**src/poller_pkg.sv**
```systemverilog
// constants, register map and types of the serial poller control and status block
`default_nettype none
package poller_pkg;
	// register indexes; the byte address is four times the index
	localparam logic [2:0] IDX_CTRL = 3'h0;
	localparam logic [2:0] IDX_STATUS = 3'h1;
	localparam logic [2:0] IDX_SYNADDR = 3'h2;
	localparam logic [2:0] IDX_IRQ_ST = 3'h3;
	localparam logic [2:0] IDX_IRQ_MASK = 3'h4;
	localparam logic [2:0] IDX_LAST = 3'h4;
	// control word fields
	localparam int RUN_LO = 0;
	localparam int RUN_HI = 3;
	localparam int TMO_LO = 4;
	localparam int TMO_HI = 7;
	localparam int CNT_LO = 8;
	localparam int CNT_HI = 15;
	localparam logic [3:0] RUN_ON = 4'h1;
	localparam logic [3:0] TMO_MAX = 4'h9;
	localparam logic [6:0] CNT_MAX = 7'h20;
	localparam logic [15:0] CTRL_RST = 16'h0000;
	// status word values
	localparam logic [7:0] CODE_WDOG = 8'h01;
	localparam logic [7:0] CODE_SYNTAX = 8'h02;
	localparam logic [7:0] CODE_DM = 8'h15;
	localparam logic [7:0] UNIT_NONE = 8'h00;
	localparam logic [3:0] DIGIT_ERR = 4'h8;
	localparam logic [3:0] DIGIT_OK = 4'h0;
	localparam logic [3:0] FLAG_RUN = 4'h1;
	localparam logic [3:0] FLAG_STOP = 4'h0;
	localparam logic [15:0] SYNADDR_RST = 16'h0000;
	// interrupt status and mask layout
	localparam int IRQ_W = 3;
	localparam int IRQ_DONE = 0;
	localparam int IRQ_ERR = 1;
	localparam int IRQ_TMO = 2;
	localparam logic [2:0] IRQ_RST = 3'h0;
	// timing
	localparam int TICK_MS = 500;
	localparam int CLK_KHZ = 10000;
	localparam int TICK_CYCLES = TICK_MS * CLK_KHZ;
	// bus answers
	localparam logic [1:0] RESP_OKAY = 2'h0;
	localparam logic [1:0] RESP_SLVERR = 2'h2;
	typedef enum logic [2:0] {
		ST_IDLE = 3'b001,
		ST_REQ = 3'b010,
		ST_WAIT = 3'b100
	} poll_state_t;
endpackage
`default_nettype wire

```
**src/timer_if.sv**
```systemverilog
// signals between the poll sequencer, the response timer and its tick divider
`timescale 1ns/1ns
`default_nettype none
interface timer_if;
	logic start;
	logic stop;
	logic [3:0] ticks;
	logic tick;
	logic expired;
	modport ctl (output start, output stop, output ticks, input expired);
	modport tmr (input start, input stop, input ticks, input tick, output expired);
	modport div (input start, output tick);
endinterface
`default_nettype wire
```
**src/response_timer.sv**
```systemverilog
// response timer counting base ticks for one component exchange
`timescale 1ns/1ns
`default_nettype none
module response_timer (
	input wire logic clk_i,
	input wire logic rstn_i,
	timer_if.tmr tif
);
	logic active_ff;
	logic [3:0] left_ff;
	always_ff @(posedge clk_i) begin
		if (!rstn_i) begin
			active_ff <= 1'b0;
			left_ff <= 4'h0;
		end else if (tif.start) begin
			active_ff <= 1'b1;
			left_ff <= tif.ticks;
		end else if (tif.stop) begin
			active_ff <= 1'b0;
		end else if (active_ff && tif.tick) begin
			if (left_ff == 4'h1) begin
				active_ff <= 1'b0;
			end
			left_ff <= left_ff - 4'h1;
		end
	end
	assign tif.expired = active_ff && tif.tick && left_ff == 4'h1 && !tif.stop && !tif.start;
endmodule
`default_nettype wire

```
**src/serial_poller_control_status.sv**
```systemverilog
// control and status registers of the serial poller, with its poll sequencer
// Notes on behaviour
// run digit written to 1 starts component polling.
// a present fatal error stops polling from starting, even with run set.
// run digit 0 means no component communication at all.
// response timeout is (timeout digit plus one) times 500 ms.
// software normally leaves the timeout digit at 0.
// component count is two BCD digits, 00 to 32; that many are polled.
// component count zero means no component is polled.
// an error puts its two-digit code in status bits 0 to 7.
// watchdog failure writes code 01, halts everything, lights fault lamp.
// syntax fault stores its address, reports 02, halts polling, lights lamp.
// access to a missing host address reports 15, halts, lights lamp.
// an error clears the run/stop digit of the status word.
// an error writes 8 into the top status digit.
// without error, bits 0 to 7 show the last completed unit in BCD.
// unit number reads 00 at power-up, with count zero or run off.
// without error, the run digit shows 1 while running, 0 when stopped.
// syntax address word keeps the first offending address found.
//
// Our own choice: the AXI4-Lite slave port.
`timescale 1ns/1ns
`default_nettype none
module serial_poller_control_status #(
	parameter int ADDR_W = 5,
	parameter int TICK_CYCLES = poller_pkg::TICK_CYCLES
) (
	input wire logic SYS_CLK_I,
	input wire logic RSTN_I,
	input wire logic [ADDR_W-1:0] S_AXI_AWADDR_I,
	input wire logic S_AXI_AWVALID_I,
	output logic S_AXI_AWREADY_O,
	input wire logic [31:0] S_AXI_WDATA_I,
	input wire logic [3:0] S_AXI_WSTRB_I,
	input wire logic S_AXI_WVALID_I,
	output logic S_AXI_WREADY_O,
	output logic [1:0] S_AXI_BRESP_O,
	output logic S_AXI_BVALID_O,
	input wire logic S_AXI_BREADY_I,
	input wire logic [ADDR_W-1:0] S_AXI_ARADDR_I,
	input wire logic S_AXI_ARVALID_I,
	output logic S_AXI_ARREADY_O,
	output logic [31:0] S_AXI_RDATA_O,
	output logic [1:0] S_AXI_RRESP_O,
	output logic S_AXI_RVALID_O,
	input wire logic S_AXI_RREADY_I,
	output logic POLL_REQ_O,
	output logic [4:0] POLL_UNIT_O,
	input wire logic POLL_DONE_I,
	input wire logic WDOG_FAIL_I,
	input wire logic SYNTAX_FAULT_I,
	input wire logic [15:0] SYNTAX_ADDR_I,
	input wire logic DM_RANGE_FAULT_I,
	output logic FAULT_LAMP_O,
	output logic IRQ_O
);
	initial begin
		if (ADDR_W < 5) begin
			$error("ADDR_W must be at least 5");
		end
	end

	// two BCD digits to binary
	function automatic logic [6:0] bcd2bin(input logic [7:0] b);
		logic [6:0] tens;
		tens = 7'(b[7:4]) * 7'h0A;
		return tens + 7'(b[3:0]);
	endfunction

	// unit index 0..31 to two BCD digits
	function automatic logic [7:0] bin2bcd(input logic [4:0] v);
		logic [3:0] tens;
		logic [4:0] rest;
		tens = (v >= 5'h1E) ? 4'h3 : (v >= 5'h14) ? 4'h2 : (v >= 5'h0A) ? 4'h1 : 4'h0;
		rest = v - 5'(tens) * 5'h0A;
		return {tens, rest[3:0]};
	endfunction

	// index of the unit after idx, wrapping at the count
	function automatic logic [4:0] next_unit(input logic [4:0] idx, input logic [6:0] cnt);
		logic [6:0] up;
		up = 7'(idx) + 7'h01;
		return (up >= cnt) ? 5'h00 : up[4:0];
	endfunction

	// register state
	logic [15:0] ctrl_ff;
	logic [poller_pkg::IRQ_W-1:0] irq_mask_ff;
	logic [poller_pkg::IRQ_W-1:0] irq_st_ff;
	logic err_ff;
	logic fatal_ff;
	logic [7:0] err_code_ff;
	logic [15:0] syn_addr_ff;
	logic syn_held_ff;
	logic [7:0] unit_ff;

	// bus state
	logic [2:0] aw_idx_ff;
	logic aw_ok_ff;
	logic aw_held_ff;
	logic [31:0] wdata_ff;
	logic [3:0] wstrb_ff;
	logic w_held_ff;
	logic bvalid_ff;
	logic [1:0] bresp_ff;
	logic rvalid_ff;
	logic [1:0] rresp_ff;
	logic [31:0] rdata_ff;

	// sequencer state
	poller_pkg::poll_state_t state_ff;
	poller_pkg::poll_state_t nxt_state;
	logic [4:0] idx_ff;
	logic [4:0] nxt_idx;

	// decoded control
	logic run_req;
	logic [3:0] tmo_digit;
	logic [6:0] cnt_raw;
	logic [6:0] cnt_bin;
	logic running;
	logic [15:0] status_word;
	logic step;

	assign run_req = ctrl_ff[poller_pkg::RUN_HI:poller_pkg::RUN_LO] == poller_pkg::RUN_ON;
	// digits above 9 are clamped rather than refused; software can misprogram but never stall the timer
	assign tmo_digit = (ctrl_ff[poller_pkg::TMO_HI:poller_pkg::TMO_LO] > poller_pkg::TMO_MAX) ?
		poller_pkg::TMO_MAX : ctrl_ff[poller_pkg::TMO_HI:poller_pkg::TMO_LO];
	assign cnt_raw = bcd2bin(ctrl_ff[poller_pkg::CNT_HI:poller_pkg::CNT_LO]);
	assign cnt_bin = (cnt_raw > poller_pkg::CNT_MAX) ? poller_pkg::CNT_MAX : cnt_raw;
	// any error halts polling and also holds it off at start
	assign running = run_req && !err_ff && (cnt_bin != 7'h00);

	// status word
	always_comb begin
		if (err_ff) begin
			status_word = {poller_pkg::DIGIT_ERR, poller_pkg::FLAG_STOP, err_code_ff};
		end else begin
			status_word = {poller_pkg::DIGIT_OK, running ? poller_pkg::FLAG_RUN : poller_pkg::FLAG_STOP, unit_ff};
		end
	end

	// timer link
	timer_if tif ();
	tick_divider #(
		.CYCLES(TICK_CYCLES)
	) u_div (
		.clk_i(SYS_CLK_I),
		.rstn_i(RSTN_I),
		.tif(tif)
	);
	response_timer u_tmr (
		.clk_i(SYS_CLK_I),
		.rstn_i(RSTN_I),
		.tif(tif)
	);
	assign tif.start = POLL_REQ_O;
	assign tif.ticks = tmo_digit + 4'h1;
	assign tif.stop = (state_ff == poller_pkg::ST_WAIT) && (POLL_DONE_I || !running);

	// poll sequencer
	assign step = POLL_DONE_I || tif.expired;
	always_comb begin
		nxt_state = state_ff;
		nxt_idx = idx_ff;
		case (state_ff)
			poller_pkg::ST_IDLE: begin
				if (running) begin
					nxt_state = poller_pkg::ST_REQ;
					nxt_idx = 5'h00;
				end
			end
			poller_pkg::ST_REQ: begin
				nxt_state = running ? poller_pkg::ST_WAIT : poller_pkg::ST_IDLE;
			end
			poller_pkg::ST_WAIT: begin
				if (!running) begin
					nxt_state = poller_pkg::ST_IDLE;
				end else if (step) begin
					nxt_state = poller_pkg::ST_REQ;
					nxt_idx = next_unit(idx_ff, cnt_bin);
				end
			end
			default: begin
				nxt_state = poller_pkg::ST_IDLE;
			end
		endcase
	end
	always_ff @(posedge SYS_CLK_I) begin
		if (!RSTN_I) begin
			state_ff <= poller_pkg::ST_IDLE;
			idx_ff <= 5'h00;
		end else begin
			state_ff <= nxt_state;
			idx_ff <= nxt_idx;
		end
	end
	assign POLL_REQ_O = (state_ff == poller_pkg::ST_REQ) && running;
	assign POLL_UNIT_O = idx_ff;

	// last completed unit
	always_ff @(posedge SYS_CLK_I) begin
		if (!RSTN_I) begin
			unit_ff <= poller_pkg::UNIT_NONE;
		end else if (!run_req || cnt_bin == 7'h00) begin
			unit_ff <= poller_pkg::UNIT_NONE;
		end else if (state_ff == poller_pkg::ST_WAIT && POLL_DONE_I && running) begin
			unit_ff <= bin2bcd(idx_ff);
		end
	end

	// error capture; a fatal error overrides an earlier syntax error
	always_ff @(posedge SYS_CLK_I) begin
		if (!RSTN_I) begin
			err_ff <= 1'b0;
			fatal_ff <= 1'b0;
			err_code_ff <= poller_pkg::UNIT_NONE;
		end else if (WDOG_FAIL_I && !fatal_ff) begin
			err_ff <= 1'b1;
			fatal_ff <= 1'b1;
			err_code_ff <= poller_pkg::CODE_WDOG;
		end else if (DM_RANGE_FAULT_I && !fatal_ff) begin
			err_ff <= 1'b1;
			fatal_ff <= 1'b1;
			err_code_ff <= poller_pkg::CODE_DM;
		end else if (SYNTAX_FAULT_I && !err_ff) begin
			err_ff <= 1'b1;
			err_code_ff <= poller_pkg::CODE_SYNTAX;
		end
	end
	assign FAULT_LAMP_O = err_ff;

	// only the first syntax address is kept
	always_ff @(posedge SYS_CLK_I) begin
		if (!RSTN_I) begin
			syn_addr_ff <= poller_pkg::SYNADDR_RST;
			syn_held_ff <= 1'b0;
		end else if (SYNTAX_FAULT_I && !syn_held_ff) begin
			syn_addr_ff <= SYNTAX_ADDR_I;
			syn_held_ff <= 1'b1;
		end
	end

	// write channel: address and data taken in either order
	logic do_write;
	assign S_AXI_AWREADY_O = !aw_held_ff && !bvalid_ff;
	assign S_AXI_WREADY_O = !w_held_ff && !bvalid_ff;
	assign do_write = aw_held_ff && w_held_ff && !bvalid_ff;
	always_ff @(posedge SYS_CLK_I) begin
		if (!RSTN_I) begin
			aw_held_ff <= 1'b0;
			aw_idx_ff <= 3'h0;
			aw_ok_ff <= 1'b0;
		end else if (S_AXI_AWVALID_I && S_AXI_AWREADY_O) begin
			aw_held_ff <= 1'b1;
			aw_idx_ff <= S_AXI_AWADDR_I[4:2];
			aw_ok_ff <= (S_AXI_AWADDR_I[4:2] <= poller_pkg::IDX_LAST) && (S_AXI_AWADDR_I >> 5) == '0;
		end else if (do_write) begin
			aw_held_ff <= 1'b0;
		end
	end
	always_ff @(posedge SYS_CLK_I) begin
		if (!RSTN_I) begin
			w_held_ff <= 1'b0;
			wdata_ff <= 32'h0000_0000;
			wstrb_ff <= 4'h0;
		end else if (S_AXI_WVALID_I && S_AXI_WREADY_O) begin
			w_held_ff <= 1'b1;
			wdata_ff <= S_AXI_WDATA_I;
			wstrb_ff <= S_AXI_WSTRB_I;
		end else if (do_write) begin
			w_held_ff <= 1'b0;
		end
	end
	always_ff @(posedge SYS_CLK_I) begin
		if (!RSTN_I) begin
			bvalid_ff <= 1'b0;
			bresp_ff <= poller_pkg::RESP_OKAY;
		end else if (do_write) begin
			bvalid_ff <= 1'b1;
			bresp_ff <= aw_ok_ff ? poller_pkg::RESP_OKAY : poller_pkg::RESP_SLVERR;
		end else if (S_AXI_BREADY_I) begin
			bvalid_ff <= 1'b0;
		end
	end
	assign S_AXI_BVALID_O = bvalid_ff;
	assign S_AXI_BRESP_O = bresp_ff;

	// writable registers, per byte lane; status words ignore writes
	always_ff @(posedge SYS_CLK_I) begin
		if (!RSTN_I) begin
			ctrl_ff <= poller_pkg::CTRL_RST;
		end else if (do_write && aw_ok_ff && aw_idx_ff == poller_pkg::IDX_CTRL) begin
			if (wstrb_ff[0]) begin
				ctrl_ff[7:0] <= wdata_ff[7:0];
			end
			if (wstrb_ff[1]) begin
				ctrl_ff[15:8] <= wdata_ff[15:8];
			end
		end
	end
	always_ff @(posedge SYS_CLK_I) begin
		if (!RSTN_I) begin
			irq_mask_ff <= poller_pkg::IRQ_RST;
		end else if (do_write && aw_ok_ff && aw_idx_ff == poller_pkg::IDX_IRQ_MASK && wstrb_ff[0]) begin
			irq_mask_ff <= wdata_ff[poller_pkg::IRQ_W-1:0];
		end
	end

	// read channel
	logic ar_hs;
	logic [2:0] ar_idx;
	logic ar_ok;
	logic [31:0] rd_val;
	assign S_AXI_ARREADY_O = !rvalid_ff;
	assign ar_hs = S_AXI_ARVALID_I && !rvalid_ff;
	assign ar_idx = S_AXI_ARADDR_I[4:2];
	assign ar_ok = (ar_idx <= poller_pkg::IDX_LAST) && (S_AXI_ARADDR_I >> 5) == '0;
	always_comb begin
		rd_val = 32'h0000_0000;
		case (ar_idx)
			poller_pkg::IDX_CTRL: rd_val[15:0] = ctrl_ff;
			poller_pkg::IDX_STATUS: rd_val[15:0] = status_word;
			poller_pkg::IDX_SYNADDR: rd_val[15:0] = syn_addr_ff;
			poller_pkg::IDX_IRQ_ST: rd_val[poller_pkg::IRQ_W-1:0] = irq_st_ff;
			poller_pkg::IDX_IRQ_MASK: rd_val[poller_pkg::IRQ_W-1:0] = irq_mask_ff;
			default: rd_val = 32'h0000_0000;
		endcase
	end
	always_ff @(posedge SYS_CLK_I) begin
		if (!RSTN_I) begin
			rvalid_ff <= 1'b0;
			rresp_ff <= poller_pkg::RESP_OKAY;
			rdata_ff <= 32'h0000_0000;
		end else if (ar_hs) begin
			rvalid_ff <= 1'b1;
			rresp_ff <= ar_ok ? poller_pkg::RESP_OKAY : poller_pkg::RESP_SLVERR;
			rdata_ff <= ar_ok ? rd_val : 32'h0000_0000;
		end else if (S_AXI_RREADY_I) begin
			rvalid_ff <= 1'b0;
		end
	end
	assign S_AXI_RVALID_O = rvalid_ff;
	assign S_AXI_RRESP_O = rresp_ff;
	assign S_AXI_RDATA_O = rdata_ff;

	// sticky events, cleared by reading them; a new event in the clearing cycle survives
	logic [poller_pkg::IRQ_W-1:0] irq_ev;
	logic irq_clr;
	always_comb begin
		irq_ev = '0;
		irq_ev[poller_pkg::IRQ_DONE] = state_ff == poller_pkg::ST_WAIT && POLL_DONE_I && running;
		irq_ev[poller_pkg::IRQ_ERR] = WDOG_FAIL_I || DM_RANGE_FAULT_I || SYNTAX_FAULT_I;
		irq_ev[poller_pkg::IRQ_TMO] = tif.expired;
	end
	assign irq_clr = ar_hs && ar_ok && ar_idx == poller_pkg::IDX_IRQ_ST;
	always_ff @(posedge SYS_CLK_I) begin
		if (!RSTN_I) begin
			irq_st_ff <= poller_pkg::IRQ_RST;
		end else begin
			irq_st_ff <= (irq_clr ? poller_pkg::IRQ_RST : irq_st_ff) | irq_ev;
		end
	end
	assign IRQ_O = |(irq_st_ff & irq_mask_ff);
endmodule
`default_nettype wire

```
**src/tick_divider.sv**
```systemverilog
// divider that makes the one-cycle base tick of the response timer
`timescale 1ns/1ns
`default_nettype none
module tick_divider #(
	parameter int CYCLES = poller_pkg::TICK_CYCLES
) (
	input wire logic clk_i,
	input wire logic rstn_i,
	timer_if.div tif
);
	localparam int CW = (CYCLES > 2) ? $clog2(CYCLES) : 1;
	localparam logic [CW-1:0] LAST = CW'(CYCLES - 1);
	initial begin
		if (CYCLES < 2) begin
			$error("tick_divider: CYCLES must be at least 2");
		end
	end
	logic [CW-1:0] cnt_ff;
	// restart on start so the first tick comes one full period later
	always_ff @(posedge clk_i) begin
		if (!rstn_i || tif.start || cnt_ff == LAST) begin
			cnt_ff <= '0;
		end else begin
			cnt_ff <= cnt_ff + CW'(1);
		end
	end
	assign tif.tick = (cnt_ff == LAST) && !tif.start;
endmodule
`default_nettype wire

```
**config.mk**
```make
export PLATFORM = sky130hd
export DESIGN_NAME = serial_poller_control_status
export DESIGN_NICKNAME = d
export VERILOG_FILES = /design/src/poller_pkg.sv /design/src/timer_if.sv /design/src/response_timer.sv /design/src/serial_poller_control_status.sv /design/src/tick_divider.sv
export SDC_FILE = /design/constraint.sdc
export NUM_CORES = 1
export LEC_CHECK = 0
export CAP_MARGIN = 20
export CORE_AREA = 2 2 139 141
export CTS_BUF_LIST = sky130_fd_sc_hd__clkbuf_16
export DETAILED_ROUTE_END_ITERATION = 12
export DIE_AREA = 0 0 141 143
export DONT_BUFFER_PORTS = 1
export HOLD_SLACK_MARGIN = 0.15
export MAX_ROUTING_LAYER = met4
export PLACE_DENSITY_LB_ADDON = 0.3
export SETUP_SLACK_MARGIN = 0.02
export SLEW_MARGIN = 0
export SYNTH_ARGS = -nofsm -noshare
export SYNTH_HDL_FRONTEND = slang
export SYNTH_HIERARCHICAL = 1
export SYNTH_SLANG_ARGS = --single-unit
```
**constraint.sdc**
```tcl
create_clock -name SYS_CLK_I -period 13 [get_ports SYS_CLK_I]
set_clock_uncertainty 0.2 [all_clocks]
set_input_delay 3.25 -clock SYS_CLK_I [delete_from_list [all_inputs] [get_ports SYS_CLK_I]]
set_output_delay 3.25 -clock SYS_CLK_I [all_outputs]
set_load 0.005 [all_outputs]
```
# --- Yosys cells after proc, flatten, opt, wreduce, memory -nomap -nowiden ---
# Cells that the tools add are included.
word_totals:
  ff_bits: 151
  in_bits: 73
  output_inout_bits: 49
op_classes:
  n_addsub: 6
  multipliers: 2
  order_cmp: 8
  n_eq_ne: 16
  n_mux: 45
  bitwise: 3
  reduce_logical: 72
op_table:
  columns: ["op", "count"]
  rows:
  - ["$pmux W13 S3", 1]
  - ["$mux W16", 2]
  - ["$mux W5", 6]
  - ["$logic_and A1 B1 Y1", 28]
  - ["$add A23 B1 Y23 const B", 1]
  - ["$eq A23 B23 Y1 const B", 1]
  - ["$mux W1", 19]
  - ["$mux W4", 4]
  - ["$reduce_bool A2 Y1", 8]
  - ["$mux W3", 5]
  - ["$pmux W3 S5", 1]
  - ["$logic_not A1 Y1", 12]
  - ["$ge A5 B5 Y1 const B", 2]
  - ["$pmux W5 S2", 1]
  - ["$reduce_and A2 Y1", 5]
  - ["$eq A3 B2 Y1 const B", 3]
  - ["$eq A3 B3 Y1 const B", 3]
  - ["$pmux W3 S3", 1]
  - ["$reduce_bool A3 Y1", 3]
  - ["$eq A4 B1 Y1 const B", 2]
  - ["$mux W2", 4]
  - ["$ne A2 B2 Y1 const B", 4]
  - ["$add A7 B4 Y7", 1]
  - ["$ge A6 B7 Y1", 1]
  - ["other kinds (23)", 34]

# --- Depth between registers and ports, before layout ---
# Gate-level depths: netlist of the first run.
logic_depth:
  ltp_word: 17
  ltp_mapped: 18
  ltp_nobuf: 16

# --- By module ---
# Netlist of the first run, hierarchy kept.
by_module_without_submodules:
  columns: ["module", "n_inst", "cells_each", "area_each_um2", "seq_area_each_um2"]
  rows:
  - ["serial_poller_control_status", 1, 615, 5117.4, 2042.0]
  - ["tick_divider", 1, 126, 1066.0, 460.4]
  - ["response_timer", 1, 33, 280.3, 100.1]

# --- Worst setup path after synthesis of the first run ---
# OpenSTA, ideal clock, no wires.
synth_timing:
  path_type: "register to output"
  from: "reg ctrl_ff[15]"
  to: "out POLL_REQ_O"
  t_arrival_ns: 2.639
  required_ns: 9.550
  setup_slack_ns: 6.911
  stages_incl_launch_ff: 10
  n_path_buf: 1
  path_cell_list: "dfxtp_1 > ha_1 > ha_1 > fa_1 > xor2_1 > o2111ai_1 > or2_2 > buf_2 > nand3_1 > nor4_1"
synth_via:
  elab_chain_len: 7
synth_rtl:
  columns: ["element", "line", "rtl"]
  rows:
  - ["start: declaration", "serial_poller_control_status.sv:87", "logic [15:0] ctrl_ff;"]
  - ["start signal: assignment", "serial_poller_control_status.sv:292", "ctrl_ff <= poller_pkg::CTRL_RST;"]
  - ["start signal: assignment", "serial_poller_control_status.sv:298", "ctrl_ff[15:8] <= wdata_ff[15:8];"]
  - ["$mul A4 B3 Y6 *", "serial_poller_control_status.sv:66", "tens = 7'(b[7:4]) * 7'h0A;"]
  - ["$add A7 B4 Y7 *", "serial_poller_control_status.sv:67", "return tens + 7'(b[3:0]);"]
  - ["$gt A7 B6 Y1", "serial_poller_control_status.sv:130", "assign cnt_bin = (cnt_raw > poller_pkg::CNT_MAX) ? poller_pkg::CNT_MAX : cnt_raw;"]
  - ["$mux W7 *", "serial_poller_control_status.sv:130", null]
  - ["$reduce_bool A7 Y1 *", "serial_poller_control_status.sv:132", "assign running = run_req && !err_ff && (cnt_bin != 7'h00);"]
  - ["$logic_and A1 B1 Y1 *", "serial_poller_control_status.sv:132", null]
  - ["$logic_and A1 B1 Y1 *", "serial_poller_control_status.sv:198", "assign POLL_REQ_O = (state_ff == poller_pkg::ST_REQ) && running;"]
  - ["end: declaration", "serial_poller_control_status.sv:47", "output logic POLL_REQ_O,"]
# Every way passes the cells marked *; elsewhere a longest branch is shown, timed or not.

# --- Worst setup path after layout of the first run ---
# Ends and elaborated chain as after synthesis.

==> impl_results.md, run 1 <==
* Avg Cell Area, Syn at 8.351 um^2
* CTS buffer count at 17
* Post-CTS Resized at 0
* Drt via density at 5.314
* RSZ-0062 raised after global routing: false
* Gp weighted congestion at 0.8083
* Post-synthesis sequential area ratio at 0.4026
* Post-detailed-route DRC marker count at 0
* Worst Setup End Kind: primary output
* HP Class: flop to flop
* Clock transition at path regs at 60 ps
* Mapped Cells at 774
* Die H at 143 um
* Setup_tns at 0 ps
* Leak pwr at 2.697 nW
* Max frequency at 0.1527 GHz
* Library cells used by synthesis at 63
* Clock Path Buffers at 2
* Reg2reg setup slack at 7720 ps
* IO Pins at 122
* Async SR Flop Fraction at 0
* Tot Pwr at 0.9562 mW
* R2R Path Start: ctrl_ff[15]
* Drt initial violations at 306
* Syn Std Cell Area at 6464 um^2
* Clk sinks at 130
* # H-tree levels at 4
* DIE AREA at 20160 um^2
* # Post-CTS Setup Buffers at 0
* Drt total wl at 16.72 mm
* YS warnings at 6
* CP max FO at 8
* DP Wirelength at 11.97 mm
* Antenna violations before repair at 0
* Synth Register Bits at 130
* P per Cell Area at 133.1 nW/um^2
* Worst EP arrival at 3100 ps
* Worst-margin pin slew at 930.4 ps
* Clk Latency, worst-skew pair at 430 ps
* HP Start: wdata_ff[6]
* CTS tree: built
* CP max-delay cell: dfxtp_1
* Rel. slew slack at 0.3797
* Tot GR Track Use at 0.1785
* MaxCap Viol Count at 0
* Final net count at 855
* Reg2Reg Capture Point: POLL_UNIT_O[3]
* Final hold viol count at 0
* Worst hold endpoint: wdata_ff[6]
* Routed len/inst at 16.62 um
* Cts hold-fix bufs at 0
* Status: completed
* Count of final setup violators at 0
* WS Path Type: flop to primary output
* GRT overflow at 0
* Minimum clock period at 6548 ps
* Die width at 141 um
* Pins Over Slew Limit at 0
* Worst path cell trace: ha_1 > ha_1 > fa_1 > xor2_1 > o2111ai_1 > or2_2 > nand3_1 > nor4_1 > buf_4
* Share of post-route cells with drive strength above 1 at 0.07772
* Total vias in the final route at 5346
* Area Overhead vs Synth at 11.15%
* CP Data Required Time at 9550 ps
* # rows at 50
* Post-synth top flop: dfxtp_1
* Placed Area at 6576 um^2
* Most Frequent Cell on Critical Path: ha_1
* Hold slack final at 253.0 ps
* Slowest stage delay, CP at 470 ps
* Largest net degree at the start of global routing at 89
* Global-route wire length before repair at 27.30 mm
* Cell area after layout at 7184 um^2
* Core box area at 18580 um^2
* Antenna Cells at 0
* Drt first pass iters at 5
* DRT antenna net count at 0
* CP Launch Type: flop
* Worst VDD drop at 0.1042 mV
* Clk root buf: clkbuf_16
* Period utilisation layout at 0.5037
* FF-to-FF path depth at 17
* Vias in the first global route at 5006
* EDFF count, synth at 0
* Utilization after layout at 0.3867
* I/O Buffers at 0
* Hold depth at 2
* Initial Util at 0.3479
kinds of logic (layout without fill, tap and decap cells):
logic type / count (synthesis) / count (layout) / synth area share
AND/OR/NAND/NOR: 295 / 295 / 0.2220
AO/OA/AOI/OAI: 182 / 182 / 0.1806
flip-flops: 130 / 130 / 0.4026
buffers and inverters: 86 / 67 / 0.06156
multiplexers: 32 / 32 / 0.05072
XOR/XNOR: 25 / 25 / 0.03388
adder cells (fa/ha/maj): 23 / 23 / 0.04801
other: 1 / 18 / 0.0005802
worst max-delay path by stage:
stage	startpoint	to	slack, ps
after CTS	ctrl_ff[12]	POLL_REQ_O	6410
final	ctrl_ff[15]	POLL_REQ_O	6450
after global placement	ctrl_ff[12]	POLL_REQ_O	6900
after detailed placement	POLL_DONE_I	POLL_UNIT_O[3]	6880
after global routing	ctrl_ff[15]	POLL_REQ_O	6120
after floorplan	ctrl_ff[15]	POLL_REQ_O	6910
cells in the final DEF (no fill, tap or decap), drive strengths merged, types with 5 or more instances in the layout:
master   netlist  layout
a2111oi        5       5
a211oi        10      10
a21oi         68      68
a22o           8       8
a22oi         19      19
buf           23       7
clkbuf        36      18
clkinv         0       5
conb           1      18
dfxtp        130     130
ha            20      20
inv           27      33
mux2           6       6
mux2i         26      26
nand2         92      92
nand2b        11      11
nand3         18      18
nand4         14      14
nor2          86      86
nor2b         12      12
nor3          10      10
nor4          10      10
o21a           5       5
o21ai         29      29
o22ai          6       6
o31ai          5       5
or3           13      13
or4            6       6
xnor2         17      17
xor2           8       8
metrics by stage:
| step | setup WS [ps] | instances |
|---|---|---|
| 6_report | 6452 | 1006 |
| 5_1_grt | 6115 | 1006 |
| 4_1_cts | 6414 | 1005 |
| 3_5_place_dp | 6884 | 973 |
| 3_3_place_gp | 6895 | 973 |
| 2_1_floorplan | 6911 | 791 |
per-layer routing:
layer / share of wire / wire [um] / global-route usage / vias up
met5: 0 / 0 / - / -
met4: 0.012 / 204 / 0.05842 / 0
li1: - / - / - / 2680
met2: 0.45 / 7569 / 0.2739 / 157
met1: 0.47 / 7905 / 0.2306 / 2491
met3: 0.062 / 1045 / 0.04594 / 18
flip-flops by register name, summed over array words and instances (netlist names), 4 cells and up:
name / count
wdata_ff: 16
POLL_UNIT_O: 5
ctrl_ff: 16
syn_addr_ff: 16
unit_ff: 6
u_div/cnt_ff: 23
S_AXI_RDATA_O: 16
u_tmr/left_ff: 4
layout make-up:
cell class / instances / area [um^2]
timing repair buffer: 8 / 57.56
multi-input combinational: 575 / 3527
clock buffer: 17 / 425.4
fill: 1890 / 11400
tap: 234 / 292.8
inverter: 27 / 101.3
clock inverter: 15 / 177.7
sequential: 130 / 2603
power by group:
group          internal (mW)  leakage [nW]  total, mW  switching (mW)
clock network          0.303         0.297      0.492           0.189
registers              0.411          1.06      0.420         0.00972
logic                 0.0147          1.34     0.0433          0.0286
total                  0.729          2.70      0.956           0.227
critical path: cells and delay by family (launching register included):
| kind | cells | cell delay [ps] |
|---|---|---|
| fa+ha+maj | 3 | 920 |
| simple gates | 3 | 590 |
| flops | 1 | 470 |
| xor+xnor | 1 | 250 |
| compound gates | 1 | 220 |
| buf+inv | 1 | 200 |
synthesized netlist by cell type (10+ instances only):
cell type	number	area (um^2)
mux2i_1	26	260.3
nor2b_1	12	75.07
a21oi_1	68	340.3
a211oi_1	10	75.07
ha_1	20	250.2
nor3_1	10	50.05
a22oi_1	19	142.6
o21ai_0	28	140.1
nand2b_1	11	68.82
or3_1	13	81.33
dfxtp_1	130	2603
nor2_1	86	322.8
inv_1	27	101.4
nand2_1	92	345.3
nand3_1	16	80.08
xnor2_1	17	148.9
clkbuf_1	35	131.4
buf_4	18	135.1
nand4_1	13	81.33
nor4_1	10	62.56
Note: power is estimated with default switching activity, not from simulation.
==> inputs of run 2 (changes only) <==
clock period = 6.8 ns   (was 13 ns; I/O delays follow)
==> run 2 against run 1 <==
Effect of this change:
- total power grew 90%
- global-route usage shrank 0.56 points
- hold slack is essentially flat
- sequential share of layout area is essentially flat
- register-to-register slack lost 6100 ps
- final cell count is the same
- combinational power grew 91%
- via count shrank 0.92%
- utilization is essentially flat
- critical path type is now flop to flop
- largest cell class unchanged
- highest routed layer unchanged
==> impl_results.md, run 2 (synthesized netlist as in run 1, its figures left out) <==
* Drt initial violations at 352 (was 306)
* Routed len/inst at 16.72 um (was 16.62 um)
* Clk Latency, worst-skew pair at 430 ps (about the same)
* HP Class: flop to flop (unchanged)
* Utilization after layout at 0.3862 (was 0.3867)
* Final hold viol count at 0 (unchanged)
* FF-to-FF path depth at 17 (unchanged)
* Drt first pass iters at 5 (unchanged)
* Top reg by flops: u_div/cnt_ff (unchanged)
* # H-tree levels at 4 (unchanged)
* Most frequent cells in the layout: dfxtp_1 (130), nand2_1 (92), nor2_1 (86) (unchanged)
* Hold slack final at 253.4 ps (was 253.0 ps)
* Die width at 141 um (unchanged)
* CP max FO at 8 (unchanged)
* CTS buffer count at 17 (unchanged)
* Leak pwr at 2.681 nW (was 2.697 nW)
* Pins Over Slew Limit at 0 (unchanged)
* Max frequency at 0.1918 GHz
* Worst VDD drop at 0.2055 mV (was 0.1042 mV)
* Final net count at 854 (was 855)
* Area Overhead vs Synth at 11.01% (was 11.15%)
* Rel. slew slack at 0.4138 (was 0.3797)
* Post-detailed-route DRC marker count at 0 (unchanged)
* Hold depth at 2 (unchanged)
* DIE AREA at 20160 um^2 (unchanged)
* WS Path Type: flop to flop (was flop to primary output)
* Total vias in the final route at 5297 (was 5346)
* # Post-CTS Setup Buffers at 0 (unchanged)
* P per Cell Area at 253.3 nW/um^2 (was 133.1 nW/um^2)
* Clk root buf: clkbuf_16 (unchanged)
* Minimum clock period at 5213 ps
* GRT overflow at 0 (unchanged)
* Area of the multi-input gates at 3527 um^2 (unchanged)
* Drt total wl at 16.82 mm (was 16.72 mm)
* Count of final setup violators at 0 (unchanged)
* CP Data Required Time at 6900 ps (was 9550 ps)
* Gp weighted congestion at 0.7763 (was 0.8083)
* Worst EP arrival at 5310 ps (was 3100 ps)
* DP Wirelength at 12.10 mm (was 11.97 mm)
* Clk sinks at 130 (unchanged)
* Flip-flop and latch area at 2603 um^2 (unchanged)
* Post-CTS Resized at 0 (unchanged)
* Max reg flops at 23 (unchanged)
* Status: completed (unchanged)
* DRT antenna net count at 0 (unchanged)
* Initial Util at 0.3479 (unchanged)
* Worst-margin pin slew at 867.2 ps (was 930.4 ps)
* Vias in the first global route at 4783 (was 5006)
* Period utilisation layout at 0.7666
* I/O Buffers at 0 (unchanged)
* Cts hold-fix bufs at 0 (unchanged)
* CP Launch Type: flop (unchanged)
* RSZ-0062 raised after global routing: false (unchanged)
* Die H at 143 um (unchanged)
* Tot GR Track Use at 0.1728 (was 0.1785)
* Antenna violations before repair at 1 (was 0)
* Drt via density at 5.265 (was 5.314)
* IO Pins at 122 (unchanged)
* Most common cell after layout, fill and taps aside: dfxtp_1 (unchanged)
* Clock Path Buffers at 2 (unchanged)
* CTS tree: built (unchanged)
* Core box area at 18580 um^2 (unchanged)
* Layout fillers at 1921 (was 1890)
* MaxCap Viol Count at 0 (unchanged)
* Setup_tns at 0 ps (unchanged)
* Global-route wire length before repair at 26.28 mm (was 27.30 mm)
* Worst Setup End Kind: flop (was primary output)
* Share of post-route cells with drive strength above 1 at 0.07782 (was 0.07772)
* Largest net degree at the start of global routing at 77 (was 89)
* Clock transition at path regs at 60 ps (about the same)
* # rows at 50 (unchanged)
[run 2: worst max-delay path, stage by stage (launching register included)]
cell	delay, ps
dfxtp_1	440
ha_1	270
ha_1	210
fa_1	410
xor2_1	250
o2111ai_1	220
or2_2	430
nand3_1	120
nor4_1	50
buf_4	200
nor2_1	220
nand3b_2	180
nor3_1	400
o21ai_0	120
mux2_2	280
or4_1	550
a2111oi_2	370
o22ai_1	130
[run 2: cell type report]
type | count | area share
diodes | 1 | 0.0003487
clock buffers | 17 | 0.05929
clock inverters | 15 | 0.02389
inverters | 27 | 0.01412
multi-input cells | 575 | 0.4915
flip-flops and latches | 130 | 0.3627
well taps | 234 | 0.04080
repair buffers | 7 | 0.007323
[run 2: power by group]
group / leakage, nW / internal [mW] / total [mW] / switching (mW)
registers: 1.06 / 0.785 / 0.803 / 0.0184
logic: 1.34 / 0.0280 / 0.0828 / 0.0549
clock network: 0.285 / 0.550 / 0.931 / 0.381
total: 2.68 / 1.36 / 1.82 / 0.455
[run 2: metal layers]
layer  part of all wire  GRT usage
met1               0.47     0.2218
met2               0.46     0.2650
met3              0.052    0.04963
met4              0.011    0.05316
met5                  0          -
[run 2: final timing paths]
path                 from              to  slack (ps)
max           ctrl_ff[13]  POLL_UNIT_O[2]        1590
min          wdata_ff[12]    wdata_ff[12]         250
max reg2reg   ctrl_ff[13]  POLL_UNIT_O[2]        1590
min reg2reg  wdata_ff[12]    wdata_ff[12]         250
[run 2: per-stage QoR]
step / std cells / setup slack (ps) / cell area, um^2 / power [mW]
after floorplan: 791 / 2194 / 6528 / 0.8910
after global placement: 973 / 1612 / 6576 / 0.9025
after detailed placement: 973 / 1582 / 6576 / 0.9036
after CTS: 1005 / 1579 / 7173 / 1.836
after global routing: 1006 / 1148 / 7176 / 1.883
final: 1006 / 1587 / 7176 / 1.818
==> inputs of run 3 (changes only) <==
clock period = 4.45 ns   (was 6.8 ns; I/O delays follow)
==> run 3 against run 2 <==
Effect of this change:
- design area increased by 5.6%
- critical path depth is the same
- flip-flop and latch count unchanged
- critical endpoint unchanged
- clock-buffer cell count unchanged
- sequential power grew 52%
- via count is 4.0% higher
- maximum frequency rose by 23%
- final cell count up 3.6%
==> impl_results.md, run 3 (synthesized netlist as in run 1, its figures left out) <==
* Status: completed (unchanged)
* MaxCap Viol Count at 0 (unchanged)
* Clock transition at path regs at 60 ps (about the same)
* # H-tree levels at 4 (unchanged)
* Drt first pass iters at 5 (unchanged)
* Worst Setup End Kind: flop (unchanged)
* Clk pwr share at 0.500 (was 0.512)
* CTS buffer count at 17 (unchanged)
* Max frequency at 0.2353 GHz (was 0.1918 GHz)
* CP Data Required Time at 4550 ps (was 6900 ps)
* Tot GR Track Use at 0.1785 (was 0.1728)
* Total vias in the final route at 5507 (was 5297)
* # rows at 50 (unchanged)
* CP max-delay cell: or4_4 (was or4_1)
* Hold slack final at 253.2 ps (was 253.4 ps)
* CTS tree: built (unchanged)
* Core box area at 18580 um^2 (unchanged)
* HP Class: flop to flop (unchanged)
* DP Wirelength at 12.37 mm (was 12.10 mm)
* Global-route wire length before repair at 27.43 mm (was 26.28 mm)
* Routed len/inst at 16.32 um (was 16.72 um)
* Max reg flops at 23 (unchanged)
* Minimum clock period at 4250 ps (was 5213 ps)
* Tot Pwr at 2.717 mW (was 1.818 mW)
* Clk sinks at 130 (unchanged)
* Most Frequent Cell on Critical Path: o21ai_1 (was ha_1)
* Antenna Cells at 0 (was 1)
* Worst EP arrival at 4350 ps (was 5310 ps)
* Post-detailed-route DRC marker count at 0 (unchanged)
* Period utilisation layout at 0.9550 (was 0.7666)
* Most frequent cells in the layout: dfxtp_1 (129), nand2_1 (92), nor2_1 (85) (was dfxtp_1 (130), nand2_1 (92), nor2_1 (86))
* GRT overflow at 0 (unchanged)
* Cell area after layout at 7575 um^2 (was 7176 um^2)
* Seq pwr share at 0.451 (was 0.442)
* RSZ-0062 raised after global routing: false (unchanged)
* Vias in the first global route at 5162 (was 4783)
* Leak pwr at 2.892 nW (was 2.681 nW)
* Cell internal pwr at 2.029 mW (was 1.363 mW)
* CP Launch Type: flop (unchanged)
* Share of post-route cells with drive strength above 1 at 0.1411 (was 0.07782)
* Worst-margin pin slew at 1023 ps (was 867.2 ps)
* Die width at 141 um (unchanged)
* Flip-flop and latch area at 2604 um^2 (was 2603 um^2)
* Worst VDD drop at 0.2805 mV (was 0.2055 mV)
* Count of final setup violators at 0 (unchanged)
* Largest net degree at the start of global routing at 55 (was 77)
* DRT antenna net count at 0 (unchanged)
* Clk Latency, worst-skew pair at 430 ps (about the same)
* Net Sw Power at 0.6878 mW (was 0.4547 mW)
* WS Path Type: flop to flop (unchanged)
* I/O Buffers at 0 (unchanged)
* Clock Path Buffers at 2 (unchanged)
* Worst path cell trace: ha_4 > ha_2 > fa_2 > xor2_2 > nor4b_2 > buf_4 > o21ai_1 > nand3_2 > nor4_2 > nor2_2 > nand3b_4 > nor3_4 > o21ai_1 > mux2_2 > or4_4 > a2111oi_4 > o22ai_1 (was ha_1 > ha_1 > fa_1 > xor2_1 > o2111ai_1 > or2_2 > nand3_1 > nor4_1 > buf_4 > nor2_1 > nand3b_2 > nor3_1 > o21ai_0 > mux2_2 > or4_1 > a2111oi_2 > o22ai_1)
* Setup_tns at 0 ps (unchanged)
* Final hold viol count at 0 (unchanged)
* DIE AREA at 20160 um^2 (unchanged)
* Layout fillers at 1858 (was 1921)
* Antenna violations before repair at 0 (was 1)
* Most common cell after layout, fill and taps aside: dfxtp_1 (unchanged)
* Combinational power share at 0.049 (was 0.046)
* Pins Over Slew Limit at 0 (unchanged)
* P per Cell Area at 358.6 nW/um^2 (was 253.3 nW/um^2)
* Rel. slew slack at 0.3179 (was 0.4138)
* Drt via density at 5.285 (was 5.265)
* Area Overhead vs Synth at 17.19% (was 11.01%)
* Initial Util at 0.3479 (unchanged)
* Drt initial violations at 350 (was 352)
* Area of the multi-input gates at 3654 um^2 (was 3527 um^2)
* Gp weighted congestion at 0.8630 (was 0.7763)
* Slowest stage delay, CP at 540 ps (was 550 ps)
* Top reg by flops: u_div/cnt_ff (unchanged)
* Final net count at 891 (was 854)
* Placed Area at 6878 um^2 (was 6576 um^2)
* Die H at 143 um (unchanged)
* Clk root buf: clkbuf_16 (unchanged)
* Switching Share at 0.2532 (was 0.2502)
* IO Pins at 122 (unchanged)
* Drt total wl at 17.01 mm (was 16.82 mm)
* CP max FO at 4 (was 8)
run 3: worst max-delay path: cells and delay by family (launching register included):
family | cells | cell delay, ps
fa+ha+maj | 3 | 810
compound gates | 4 | 610
simple gates | 7 | 1490
buf+inv | 1 | 160
flops | 1 | 370
xor+xnor | 1 | 200
mux | 1 | 280
run 3: metrics by stage:
| stage | worst slack [ps] | utilization | std cells |
|---|---|---|---|
| 3_5_place_dp | -62.72 | 0.3702 | 1008 |
| 6_report | 200.2 | 0.4077 | 1042 |
| 4_1_cts | 43.86 | 0.4021 | 1040 |
| 5_1_grt | 7.745 | 0.4077 | 1042 |
| 2_1_floorplan | 30.37 | - | 791 |
| 3_3_place_gp | -33.68 | 0.3702 | 1008 |
run 3: repair_timing:
| action | CTS | global route |
|---|---|---|
| setup endpoints to repair | 5 | 6 |
| hold buffers | 0 | 0 |
| resized for setup | 3 | 17 |
| pin swaps | 0 | 11 |
| setup buffers | 0 | 2 |
run 3: worst paths after layout:
check                from             end  slack (ps)  cells after the start
max           ctrl_ff[13]  POLL_UNIT_O[2]         200                     17
min          wdata_ff[10]    wdata_ff[10]         250                      2
max reg2reg   ctrl_ff[13]  POLL_UNIT_O[2]         200                     17
min reg2reg  wdata_ff[10]    wdata_ff[10]         250                      2
run 3: area by class of cell:
type / count / area share
Clock inverter: 15 / 0.01999
Clock buffer: 17 / 0.05616
Tap cell: 234 / 0.03865
Sequential cell: 130 / 0.3437
Multi-Input combinational cell: 575 / 0.4823
Timing Repair Buffer: 44 / 0.04575
Inverter: 27 / 0.01338
run 3: per-layer routing:
metal | track usage | share of wire
met5 | - | 0
met4 | 0.04421 | 0.0063
met3 | 0.05265 | 0.060
met2 | 0.2852 | 0.48
met1 | 0.2230 | 0.46
run 3: power by group through the flow:
stage	logic, mW	clock network (mW)	registers (mW)
2_1_floorplan	0.118	0	1.24
4_1_cts	0.135	1.38	1.22
5_1_grt	0.151	1.44	1.23
6_report	0.134	1.36	1.22
3_5_place_dp	0.135	0	1.25
3_3_place_gp	0.133	0	1.25
